File: src/rtl/urhps_params.svh
// register offsets, bit positions and timing constants for the root hub port block
`ifndef URHPS_PARAMS_SVH
`define URHPS_PARAMS_SVH
`define URHPS_OFF_HUB 8'h50
`define URHPS_OFF_P1 8'h54
`define URHPS_OFF_P2 8'h58
`define URHPS_OFF_CTRL 8'h5c
`define URHPS_OFF_MASK 8'h60
`define URHPS_B_CLR_WAKE 31
`define URHPS_B_HUB_OCC 17
`define URHPS_B_SET_GPWR 16
`define URHPS_B_WAKE_EN 15
`define URHPS_B_HUB_OC 1
`define URHPS_B_CLR_GPWR 0
`define URHPS_B_RST_DONE 20
`define URHPS_B_OC_CHG 19
`define URHPS_B_RES_DONE 18
`define URHPS_B_EN_CHG 17
`define URHPS_B_CONN_CHG 16
`define URHPS_B_LOW_SPEED 9
`define URHPS_B_PWR 8
`define URHPS_B_RST 4
`define URHPS_B_OC_RESUME 3
`define URHPS_B_SUSP 2
`define URHPS_B_EN 1
`define URHPS_B_CONN 0
`define URHPS_B_IRQ_ROUTE 0
`define URHPS_B_PWR_MODE 1
`define URHPS_B_OC_MODE 2
`define URHPS_RESET_MS 10
`define URHPS_CLK_KHZ 50000
`define URHPS_RESUME_US 20000
`define URHPS_RESP_OKAY 2'b00
`define URHPS_RESP_SLVERR 2'b10
`endif

File: src/rtl/urhps_pkg.sv
// types of the root hub port status block
package urhps_pkg;
  typedef enum logic [3:0] {
    URHPS_IDLE = 4'b0001,
    URHPS_RESET = 4'b0010,
    URHPS_SUSP = 4'b0100,
    URHPS_RESUME = 4'b1000
  } urhps_port_e;
  typedef struct packed {
    urhps_port_e st;
    logic [31:0] cnt;
    logic pwr;
    logic en;
    logic conn_q;
    logic oc_q;
    logic rst_done;
    logic oc_chg;
    logic res_done;
    logic en_chg;
    logic conn_chg;
  } urhps_port_s;
endpackage : urhps_pkg

File: src/rtl/urhps_root_hub.sv
// root hub status, two port status/control registers and interrupt merge, AXI4-Lite slave
`timescale 1ns/1ps
`default_nettype none
`include "urhps_params.svh"

// Overview of operation
// [RL1] write one clears remote wakeup enable
// [RL2] set global power powers unmasked ports
// [RL3] clear global power; local power reads zero
// [RL4] hub overcurrent only in global mode
// [RL5] port reset lasts 10 ms, then done flag
// [RL6] change flags clear by writing one
// [RL7] port overcurrent sets overcurrent change flag
// [RL8] resume finish sets suspend change flag
// [RL9] attach or detach sets connect change
// [RL10] low speed bit valid while connected
// [RL11] bit 9 powers off, bit 8 on
// [RL12] reset of disconnected port flags connect change
// [RL13] clear suspend resumes only when suspended
// [RL14] set suspend suspends, else connect change
// [RL15] suspend clears on resume, reset end, wake
// [RL16] enable set only by finished reset
// [RL17] hardware disables port on fault events
// [RL18] software enable write is ignored
// [RL19] bit 0 write disables; read connect state
// [RL20] two merged system interrupt lines
// [RL21] routing bit chooses normal or management
// [RL22] routing one selects management path
// [RL23] hardware disable sets enable change flag
// [RL24] reserved bits read zero, ignore writes
module urhps_root_hub
  import urhps_pkg::*;
#(
  parameter int unsigned RESET_CYCLES = `URHPS_RESET_MS * `URHPS_CLK_KHZ,
  parameter int unsigned RESUME_CYCLES = `URHPS_RESUME_US / 1000 * `URHPS_CLK_KHZ
) (
  input wire logic clock_i,
  input wire logic sys_rst_i,
  input wire logic [7:0] s_axi_awaddr,
  input wire logic s_axi_awvalid,
  output logic s_axi_awready,
  input wire logic [31:0] s_axi_wdata,
  input wire logic [3:0] s_axi_wstrb,
  input wire logic s_axi_wvalid,
  output logic s_axi_wready,
  output logic [1:0] s_axi_bresp,
  output logic s_axi_bvalid,
  input wire logic s_axi_bready,
  input wire logic [7:0] s_axi_araddr,
  input wire logic s_axi_arvalid,
  output logic s_axi_arready,
  output logic [31:0] s_axi_rdata,
  output logic [1:0] s_axi_rresp,
  output logic s_axi_rvalid,
  input wire logic s_axi_rready,
  input wire logic [1:0] connect_state_i,
  input wire logic [1:0] low_speed_attached_i,
  input wire logic [1:0] port_overcurrent_i,
  input wire logic hub_overcurrent_i,
  input wire logic [1:0] port_error_i,
  input wire logic [1:0] remote_resume_i,
  input wire logic normal_irq_i,
  input wire logic ownership_change_i,
  input wire logic power_event_irq_i,
  output logic [1:0] port_power_o,
  output logic [1:0] port_reset_o,
  output logic [1:0] port_suspend_o,
  output logic [1:0] port_resume_o,
  output logic [1:0] port_enabled_o,
  output logic wakeup_enable_o,
  output logic host_irq_line0_o,
  output logic host_irq_line1_o
);

  typedef struct packed {
    urhps_port_s [1:0] port;
    logic wake_en;
    logic hub_occ;
    logic hub_oc_q;
    logic irq_route_select;
    logic pwr_mode;
    logic oc_mode;
    logic [1:0] port_power_mask;
    logic aw_got;
    logic [7:0] aw_addr;
    logic w_got;
    logic [31:0] w_data;
    logic [3:0] w_strb;
    logic bvalid;
    logic [1:0] bresp;
    logic rvalid;
    logic [31:0] rdata;
    logic [1:0] rresp;
    logic irq0;
    logic irq1;
  } urhps_state_s;

  urhps_state_s cur;
  urhps_state_s next_cur;
  logic wr_fire;
  logic [31:0] hub_rd;
  logic [31:0] port_rd [2];
  logic [31:0] ctrl_rd;

  // write channels accepted independently, response once both held
  assign s_axi_awready = !cur.aw_got && !cur.bvalid;
  assign s_axi_wready = !cur.w_got && !cur.bvalid;
  assign s_axi_arready = !cur.rvalid;
  assign wr_fire = cur.aw_got && cur.w_got && !cur.bvalid;
  assign s_axi_bvalid = cur.bvalid;
  assign s_axi_bresp = cur.bresp;
  assign s_axi_rvalid = cur.rvalid;
  assign s_axi_rdata = cur.rdata;
  assign s_axi_rresp = cur.rresp;

  // readback images; unused positions are zero
  always_comb begin
    hub_rd = 32'h0; // [RL24]
    hub_rd[`URHPS_B_HUB_OCC] = cur.hub_occ;
    hub_rd[`URHPS_B_WAKE_EN] = cur.wake_en;
    hub_rd[`URHPS_B_HUB_OC] = cur.oc_mode ? 1'b0 : hub_overcurrent_i; // [RL4]
    ctrl_rd = 32'h0;
    ctrl_rd[`URHPS_B_IRQ_ROUTE] = cur.irq_route_select;
    ctrl_rd[`URHPS_B_PWR_MODE] = cur.pwr_mode;
    ctrl_rd[`URHPS_B_OC_MODE] = cur.oc_mode;
    for (int p = 0; p < 2; p++) begin
      port_rd[p] = 32'h0;
      port_rd[p][`URHPS_B_RST_DONE] = cur.port[p].rst_done;
      port_rd[p][`URHPS_B_OC_CHG] = cur.port[p].oc_chg;
      port_rd[p][`URHPS_B_RES_DONE] = cur.port[p].res_done;
      port_rd[p][`URHPS_B_EN_CHG] = cur.port[p].en_chg;
      port_rd[p][`URHPS_B_CONN_CHG] = cur.port[p].conn_chg;
      port_rd[p][`URHPS_B_LOW_SPEED] = connect_state_i[p] & low_speed_attached_i[p]; // [RL10]
      port_rd[p][`URHPS_B_PWR] = cur.port[p].pwr; // [RL11]
      port_rd[p][`URHPS_B_RST] = (cur.port[p].st == URHPS_RESET); // [RL5]
      port_rd[p][`URHPS_B_OC_RESUME] = port_overcurrent_i[p];
      port_rd[p][`URHPS_B_SUSP] = (cur.port[p].st == URHPS_SUSP) ||
                                  (cur.port[p].st == URHPS_RESUME);
      port_rd[p][`URHPS_B_EN] = cur.port[p].en;
      port_rd[p][`URHPS_B_CONN] = connect_state_i[p]; // [RL19]
    end
  end

  // whole next state: bus, hub bits, port machines, interrupts
  always_comb begin
    logic [31:0] wd;
    logic hub_wr;
    logic [1:0] port_wr;
    logic [1:0] gp_sel;
    logic dis;
    next_cur = cur;
    wd = cur.w_data;
    hub_wr = 1'b0;
    port_wr = 2'b00;
    gp_sel = 2'b00;
    dis = 1'b0;
    if (s_axi_awvalid && s_axi_awready) begin
      next_cur.aw_got = 1'b1;
      next_cur.aw_addr = s_axi_awaddr;
    end
    if (s_axi_wvalid && s_axi_wready) begin
      next_cur.w_got = 1'b1;
      next_cur.w_data = s_axi_wdata;
      next_cur.w_strb = s_axi_wstrb;
    end
    if (cur.bvalid && s_axi_bready) begin
      next_cur.bvalid = 1'b0;
    end
    // partial strobes are ignored: hub and port bits are command or sticky bits, control and mask bits are plain settings
    if (wr_fire) begin
      next_cur.aw_got = 1'b0;
      next_cur.w_got = 1'b0;
      next_cur.bvalid = 1'b1;
      next_cur.bresp = `URHPS_RESP_OKAY;
      if (cur.w_strb != 4'hf) begin
        next_cur.bresp = `URHPS_RESP_OKAY;
      end else if (cur.aw_addr == `URHPS_OFF_HUB) begin
        hub_wr = 1'b1;
      end else if (cur.aw_addr == `URHPS_OFF_P1) begin
        port_wr[0] = 1'b1;
      end else if (cur.aw_addr == `URHPS_OFF_P2) begin
        port_wr[1] = 1'b1;
      end else if (cur.aw_addr == `URHPS_OFF_CTRL) begin
        next_cur.irq_route_select = wd[`URHPS_B_IRQ_ROUTE];
        next_cur.pwr_mode = wd[`URHPS_B_PWR_MODE];
        next_cur.oc_mode = wd[`URHPS_B_OC_MODE];
      end else if (cur.aw_addr == `URHPS_OFF_MASK) begin
        next_cur.port_power_mask = wd[1:0];
      end else begin
        next_cur.bresp = `URHPS_RESP_SLVERR;
      end
    end
    // hub-wide write effects
    if (hub_wr && wd[`URHPS_B_CLR_WAKE]) begin
      next_cur.wake_en = 1'b0; // [RL1]
    end
    if (hub_wr && wd[`URHPS_B_WAKE_EN]) begin
      next_cur.wake_en = 1'b1;
    end
    if (hub_wr && wd[`URHPS_B_HUB_OCC]) begin
      next_cur.hub_occ = 1'b0;
    end
    next_cur.hub_oc_q = hub_overcurrent_i;
    if (!cur.oc_mode && (hub_overcurrent_i != cur.hub_oc_q)) begin
      next_cur.hub_occ = 1'b1; // set beats clear
    end
    gp_sel = cur.pwr_mode ? ~cur.port_power_mask : 2'b11;
    for (int p = 0; p < 2; p++) begin
      next_cur.port[p].conn_q = connect_state_i[p];
      next_cur.port[p].oc_q = port_overcurrent_i[p];
      // change flags: write one clears, then hardware sets win
      if (port_wr[p]) begin
        if (wd[`URHPS_B_RST_DONE]) next_cur.port[p].rst_done = 1'b0; // [RL6]
        if (wd[`URHPS_B_OC_CHG]) next_cur.port[p].oc_chg = 1'b0; // [RL6]
        if (wd[`URHPS_B_RES_DONE]) next_cur.port[p].res_done = 1'b0; // [RL6]
        if (wd[`URHPS_B_EN_CHG]) next_cur.port[p].en_chg = 1'b0; // [RL6]
        if (wd[`URHPS_B_CONN_CHG]) next_cur.port[p].conn_chg = 1'b0; // [RL6]
        if (wd[`URHPS_B_PWR]) next_cur.port[p].pwr = 1'b1; // [RL11]
        if (wd[`URHPS_B_LOW_SPEED]) next_cur.port[p].pwr = 1'b0; // [RL11]
        if (wd[`URHPS_B_CONN]) next_cur.port[p].en = 1'b0; // [RL19]
        // set-enable bit deliberately has no effect [RL18]
      end
      if (hub_wr && wd[`URHPS_B_SET_GPWR] && gp_sel[p]) begin
        next_cur.port[p].pwr = 1'b1; // [RL2]
      end
      if (hub_wr && wd[`URHPS_B_CLR_GPWR] && gp_sel[p]) begin
        next_cur.port[p].pwr = 1'b0; // [RL3]
      end
      if (connect_state_i[p] != cur.port[p].conn_q) begin
        next_cur.port[p].conn_chg = 1'b1; // [RL9]
      end
      if (port_overcurrent_i[p] && !cur.port[p].oc_q) begin
        next_cur.port[p].oc_chg = 1'b1; // [RL7]
      end
      // port sequencer
      case (cur.port[p].st)
        URHPS_IDLE: begin
          if (port_wr[p] && wd[`URHPS_B_RST]) begin
            if (connect_state_i[p]) begin
              next_cur.port[p].st = URHPS_RESET; // [RL5]
              next_cur.port[p].cnt = 32'h0;
            end else begin
              next_cur.port[p].conn_chg = 1'b1; // [RL12]
            end
          end else if (port_wr[p] && wd[`URHPS_B_SUSP]) begin
            if (connect_state_i[p]) begin
              next_cur.port[p].st = URHPS_SUSP; // [RL14]
            end else begin
              next_cur.port[p].conn_chg = 1'b1; // [RL14]
            end
          end
        end
        URHPS_RESET: begin
          next_cur.port[p].cnt = cur.port[p].cnt + 32'h1;
          if (cur.port[p].cnt == RESET_CYCLES - 1) begin
            next_cur.port[p].st = URHPS_IDLE; // [RL15]
            next_cur.port[p].rst_done = 1'b1; // [RL5]
            next_cur.port[p].en = connect_state_i[p]; // [RL16]
          end
        end
        URHPS_SUSP: begin
          if (port_wr[p] && wd[`URHPS_B_OC_RESUME]) begin
            next_cur.port[p].st = URHPS_RESUME; // [RL13]
            next_cur.port[p].cnt = 32'h0;
          end else if (remote_resume_i[p]) begin
            next_cur.port[p].st = URHPS_RESUME; // [RL15]
            next_cur.port[p].cnt = 32'h0;
          end
        end
        URHPS_RESUME: begin
          next_cur.port[p].cnt = cur.port[p].cnt + 32'h1;
          if (cur.port[p].cnt == RESUME_CYCLES - 1) begin
            next_cur.port[p].st = URHPS_IDLE; // [RL15]
            next_cur.port[p].res_done = 1'b1; // [RL8]
          end
        end
        default: begin
          next_cur.port[p].st = URHPS_IDLE;
        end
      endcase
      // hardware disable on faults overrides everything else
      dis = port_overcurrent_i[p] || !connect_state_i[p] || !next_cur.port[p].pwr ||
            port_error_i[p];
      if (dis) begin
        next_cur.port[p].en = 1'b0; // [RL17]
        if (cur.port[p].en) next_cur.port[p].en_chg = 1'b1; // [RL23]
      end
      if (!connect_state_i[p] || !next_cur.port[p].pwr) begin
        next_cur.port[p].st = URHPS_IDLE;
      end
    end
    // interrupt merge; ownership change only on the management path
    next_cur.irq0 = power_event_irq_i || normal_irq_i ||
                    (cur.irq_route_select && ownership_change_i); // [RL20] [RL21] [RL22]
    next_cur.irq1 = power_event_irq_i; // [RL20]
    // read channel
    if (cur.rvalid && s_axi_rready) begin
      next_cur.rvalid = 1'b0;
    end
    if (s_axi_arvalid && s_axi_arready) begin
      next_cur.rvalid = 1'b1;
      next_cur.rresp = `URHPS_RESP_OKAY;
      if (s_axi_araddr == `URHPS_OFF_HUB) begin
        next_cur.rdata = hub_rd;
      end else if (s_axi_araddr == `URHPS_OFF_P1) begin
        next_cur.rdata = port_rd[0];
      end else if (s_axi_araddr == `URHPS_OFF_P2) begin
        next_cur.rdata = port_rd[1];
      end else if (s_axi_araddr == `URHPS_OFF_CTRL) begin
        next_cur.rdata = ctrl_rd;
      end else if (s_axi_araddr == `URHPS_OFF_MASK) begin
        next_cur.rdata = {30'h0, cur.port_power_mask};
      end else begin
        next_cur.rdata = 32'h0;
        next_cur.rresp = `URHPS_RESP_SLVERR;
      end
    end
  end

  // single state register, synchronous reset
  // reset image: ports idle, power off, routing to normal path [RL21]
  always_ff @(posedge clock_i) begin
    if (sys_rst_i) begin
      cur <= '0;
      cur.port[0].st <= URHPS_IDLE;
      cur.port[1].st <= URHPS_IDLE;
    end else begin
      cur <= next_cur;
    end
  end

  // outputs to the port drivers
  always_comb begin
    for (int p = 0; p < 2; p++) begin
      port_power_o[p] = cur.port[p].pwr;
      port_reset_o[p] = (cur.port[p].st == URHPS_RESET);
      port_suspend_o[p] = (cur.port[p].st == URHPS_SUSP);
      port_resume_o[p] = (cur.port[p].st == URHPS_RESUME);
      port_enabled_o[p] = cur.port[p].en;
    end
  end
  assign wakeup_enable_o = cur.wake_en;
  assign host_irq_line0_o = cur.irq0;
  assign host_irq_line1_o = cur.irq1;

  // reset lasts exactly RESET_CYCLES then raises done flag
  a_reset_length: assert property (@(posedge clock_i) disable iff (sys_rst_i) // [RL5]
    $fell(port_reset_o[0]) && connect_state_i[0] && port_power_o[0] |->
      $past(cur.port[0].cnt) == RESET_CYCLES - 1)
    else $error("reset ended after wrong count");
  a_reset_done: assert property (@(posedge clock_i) disable iff (sys_rst_i) // [RL5]
    $fell(port_reset_o[0]) && connect_state_i[0] && port_power_o[0] |->
      cur.port[0].rst_done && port_enabled_o[0])
    else $error("reset end without done flag or enable");
  a_enable_only_reset: assert property (@(posedge clock_i) disable iff (sys_rst_i) // [RL16]
    $rose(port_enabled_o[0]) |-> $past(port_reset_o[0]))
    else $error("port enabled without reset");
  a_disconnect_dis: assert property (@(posedge clock_i) disable iff (sys_rst_i) // [RL17]
    !connect_state_i[0] |=> !port_enabled_o[0])
    else $error("disconnected port still enabled");
  a_conn_chg_set: assert property (@(posedge clock_i) disable iff (sys_rst_i) // [RL9]
    connect_state_i[0] != $past(connect_state_i[0]) |=> cur.port[0].conn_chg)
    else $error("connect change not flagged");
  a_oc_chg_set: assert property (@(posedge clock_i) disable iff (sys_rst_i) // [RL7]
    $rose(port_overcurrent_i[1]) |=> cur.port[1].oc_chg)
    else $error("overcurrent change not flagged");
  a_line1_pme: assert property (@(posedge clock_i) disable iff (sys_rst_i) // [RL20]
    host_irq_line1_o == $past(power_event_irq_i))
    else $error("second line not power event");
  a_route_normal: assert property (@(posedge clock_i) disable iff (sys_rst_i) // [RL22]
    !cur.irq_route_select && !normal_irq_i && !power_event_irq_i |=> !host_irq_line0_o)
    else $error("ownership change leaked to normal path");
  a_hub_oc_perport: assert property (@(posedge clock_i) disable iff (sys_rst_i) // [RL4]
    cur.oc_mode |-> !hub_rd[`URHPS_B_HUB_OC])
    else $error("hub overcurrent shown in per-port mode");
  a_resume_done: assert property (@(posedge clock_i) disable iff (sys_rst_i) // [RL8]
    $fell(port_resume_o[0]) && connect_state_i[0] && port_power_o[0] |->
      cur.port[0].res_done && !port_suspend_o[0])
    else $error("resume end without suspend change");

endmodule : urhps_root_hub
`default_nettype wire

File: config.mk
export PLATFORM = sky130hd
export DESIGN_NAME = urhps_root_hub
export DESIGN_NICKNAME = d
export VERILOG_FILES = /design/src/rtl/urhps_pkg.sv /design/src/rtl/urhps_root_hub.sv
export VERILOG_INCLUDE_DIRS = /design/src /design/src/rtl
export SDC_FILE = /design/constraint.sdc
export NUM_CORES = 1
export LEC_CHECK = 0
export ABC_CLOCK_PERIOD_IN_PS = 6200
export CORE_MARGIN = 2
export CORE_UTILIZATION = 25
export CTS_CLUSTER_DIAMETER = 120
export CTS_CLUSTER_SIZE = 40
export DETAILED_ROUTE_END_ITERATION = 16
export DONT_BUFFER_PORTS = 1
export GPL_ROUTABILITY_DRIVEN = 0
export SETUP_SLACK_MARGIN = 0.1
export SYNTH_ARGS = -nofsm -noshare
export SYNTH_HDL_FRONTEND = slang
export SYNTH_SLANG_ARGS = --single-unit
export TNS_END_PERCENT = 10
File: constraint.sdc
create_clock -name clock_i -period 6.2 [get_ports clock_i]
set_input_delay 0 -clock clock_i [delete_from_list [all_inputs] [get_ports clock_i]]
set_output_delay 0 -clock clock_i [all_outputs]
set_load 0.02 [all_outputs]
==> run metrics <==
status=complete, no violations; GRT Overall Usage=13.3%; unrepaired setup endpoints after global routing=no; Hold Path Origin=remote_resume_i[1]; Die Y=174 µm; CTS sink count=145; Hold Path Class=primary input to flop; layout cells sized above 1=6.00%; Core ar.=0.0285 mm²; final cell count without fillers=1,320; hold endpoint=cur[182]$_SDFFE_PP0P_; reg2reg end=cur[168]$_SDFFE_PP0P_; fin nets=995; multi-input logic area=0.00388 mm²; final worst path period share=51.3%; DR vias=6,330; Avg WL per Cell=15.4 µm; Worst R2R Start=cur[183]$_SDFFE_PP0P_; Max Buffers Root-to-Sink=2; final WL=20,300 µm; CTS tree=built; crit path time final=3180 ps; unique cell type count in the Yosys netlist=67; Warnings, synthesis=0; CP max FO=12; Area Growth Syn to Fin=21.1%; flops & latches, synth=145; Pleak=2.92 nW; compound-gate portion of the synthesized area=12.6%; Adder-Cell Fraction of Synth Area=0.348%; antenna-violating nets left=0; pin count of the biggest net entering global routing=72; met1 usage=15.9%; XOR/XNOR share of the synthesized area=6.20%; # DRC=0; Slew @ Worst Pin=1050 ps; Max Freq=315 MHz; filler cell count=3,078; Post-Synthesis Cells=891; share of synthesized flip-flops with an asynchronous set or reset=0%; count of final hold-check violations=0; Synth Cell Area=0.00720 mm²; GRT busiest layer=met2; total CTS buffers=17; sequential share of the synthesized area=40.3%; hpwl dp=14,400 µm; CTS Root Cell=clkbuf_16; vias in the first global route=5,884; Worst setup EP type=flop; largest family of logic cells by synthesized area=simple AND/OR/NAND/NOR gates; WS Path Type=flop to flop; post-synthesis average cell area=8.08 µm²; die width=174 µm; post-synthesis mux area share=1.39%; post-CTS sizing=0; Simple-Gate Fraction of Synth Area=31.7%; Hold Worst Slack=20.8 ps; Final Skew=8.58 ps; GRT overflow=0; initial antenna violation count=3; placed cell count=1,216; Clk pin slew, worst setup/hold paths=60 ps; grt met3 use=4.98%; overall power=2.24 mW; io pins=127; first-pass GRT wire length=32,100 µm; clock latency on the worst-skew pair=420 ps; std cell rows=62; data required time of the critical path=6550 ps; Top FF cell, synth=dfxtp_1; Core Util, Final=30.5%; IO buf count=0; final count of negative-setup-slack endpoints=0; R2R cell count=6; met2 usage=22.0%; hold depth=4; R2R setup slack=3020 ps; Die Footprint=0.0302 mm²; CP Launch Type=flop; Initial Utilization=25.2%; Clock H-tree levels=4; Iter 0 DRT Violations=280; Peak VDD IR=0.196 mV; vias per cell=4.80; relative slew slack=29.6%; max cap viols=0; Final Slew Violations=0; EDFF count, synth=0; DR pass1 iterations=6; Pwr Density=257 mW/mm²; final setup TNS=0 ps; Worst EP arrival=3530 ps; register area=0.00290 mm²
-- final cells by class --
class / count / share of cell area, %
tap: 384 / 5.51
clock buffer: 18 / 5.04
clock inverter: 14 / 2.34
timing repair buffer: 75 / 8.64
antenna: 3 / 0.0861
multi-input combinational: 667 / 44.5
inverter: 14 / 0.603
sequential: 145 / 33.3
-- synth_stat cells, types with 16 or more instances --
master / n / share of area (%)
nand2_1: 110 / 5.7
clkbuf_1: 37 / 1.9
dfxtp_1: 145 / 40
xor2_1: 16 / 1.9
nor3_1: 30 / 2.1
nor4_1: 28 / 2.4
buf_4: 41 / 4.3
nor2_1: 110 / 5.7
o21ai_0: 21 / 1.5
a21oi_1: 73 / 5.1
nand3_1: 28 / 1.9
nand4_1: 25 / 2.2
xnor2_1: 35 / 4.3
-- registers in the layout, summed over array words and instances, names as in the netlist --
signal            count
cur                 118
s_axi_rdata          13
ctrl_rd               3
port_enabled_o        2
port_power_o          2
host_irq_line0_o      1
host_irq_line1_o      1
s_axi_bresp           1
s_axi_bvalid          1
s_axi_rresp           1
s_axi_rvalid          1
wakeup_enable_o       1
-- critical path, stage by stage, from the launching register on --
cell and delay, ps:
dfxtp_1 530, nor4b_4 620, a221oi_1 220, a2111oi_4 780
nand2_2 260, or4_1 560, a21oi_1 140
-- power breakdown --
part	switching, mW	internal (mW)	leakage (nW)	total (mW)
Combinational	0.0859	0.0592	1.43	0.145
Clock	0.426	0.692	0.309	1.12
Sequential	0.0238	0.952	1.18	0.976
-- routing by layer --
| metal | up-vias | share of wire (%) | wire (µm) |
|---|---|---|---|
| met5 | - | 0 | 0 |
| met3 | 38 | 6.6 | 1350 |
| li1 | 3168 | - | - |
| met1 | 2983 | 44 | 8850 |
| met2 | 141 | 47 | 9490 |
| met4 | 0 | 3.1 | 637 |
-- kinds of logic after synthesis --
group                    after synthesis
flip-flops                           145
adder cells (fa/ha/maj)                2
AO/OA/AOI/OAI                        146
multiplexers                          10
AND/OR/NAND/NOR                      437
XOR/XNOR                              51
other                                  1
buffers and inverters                 99
-- worst max path at each step --
stage                           from               endpoint  slack, ps
6_report       cur[183]$_SDFFE_PP0P_  cur[168]$_SDFFE_PP0P_       3020
2_1_floorplan  cur[137]$_SDFFE_PP0P_  cur[106]$_SDFFE_PP0P_       3880
5_1_grt        cur[183]$_SDFFE_PP0P_  cur[168]$_SDFFE_PP0P_       2800
3_3_place_gp   cur[183]$_SDFFE_PP0P_  cur[168]$_SDFFE_PP0P_       3090
3_5_place_dp   cur[183]$_SDFFE_PP0P_  cur[168]$_SDFFE_PP0P_       3080
4_1_cts        cur[183]$_SDFFE_PP0P_  cur[168]$_SDFFE_PP0P_       3040
-- cell usage in the layout (no fill, tap or decap), types with 16 or more instances in the layout --
| cell type | count |
|---|---|
| dfxtp_1 | 145 |
| nor2_1 | 110 |
| nand2_1 | 110 |
| a21oi_1 | 73 |
| dlygate4sd3_1 | 68 |
| xnor2_1 | 35 |
| nor3_1 | 30 |
| nand3_1 | 28 |
| nor4_1 | 28 |
| nand4_1 | 25 |
| o21ai_0 | 21 |
| conb_1 | 21 |
| clkbuf_16 | 17 |
| xor2_1 | 16 |
-- through the flow --
| stage | worst slack [ps] | cell area, µm² |
|---|---|---|
| after global routing | 2800 | 8720 |
| after global placement | 3090 | 7360 |
| after CTS | 3040 | 8710 |
| after floorplan | 3880 | 7270 |
| final | 3020 | 8720 |
| after detailed placement | 3080 | 7360 |
-- repair_timing --
item                                   4_1_cts  5_1_grt
endpoints found under the hold margin       81        0
hold buffers                                69        0
buffers inserted                             0        0
Note: power is estimated with default switching activity, not from simulation.
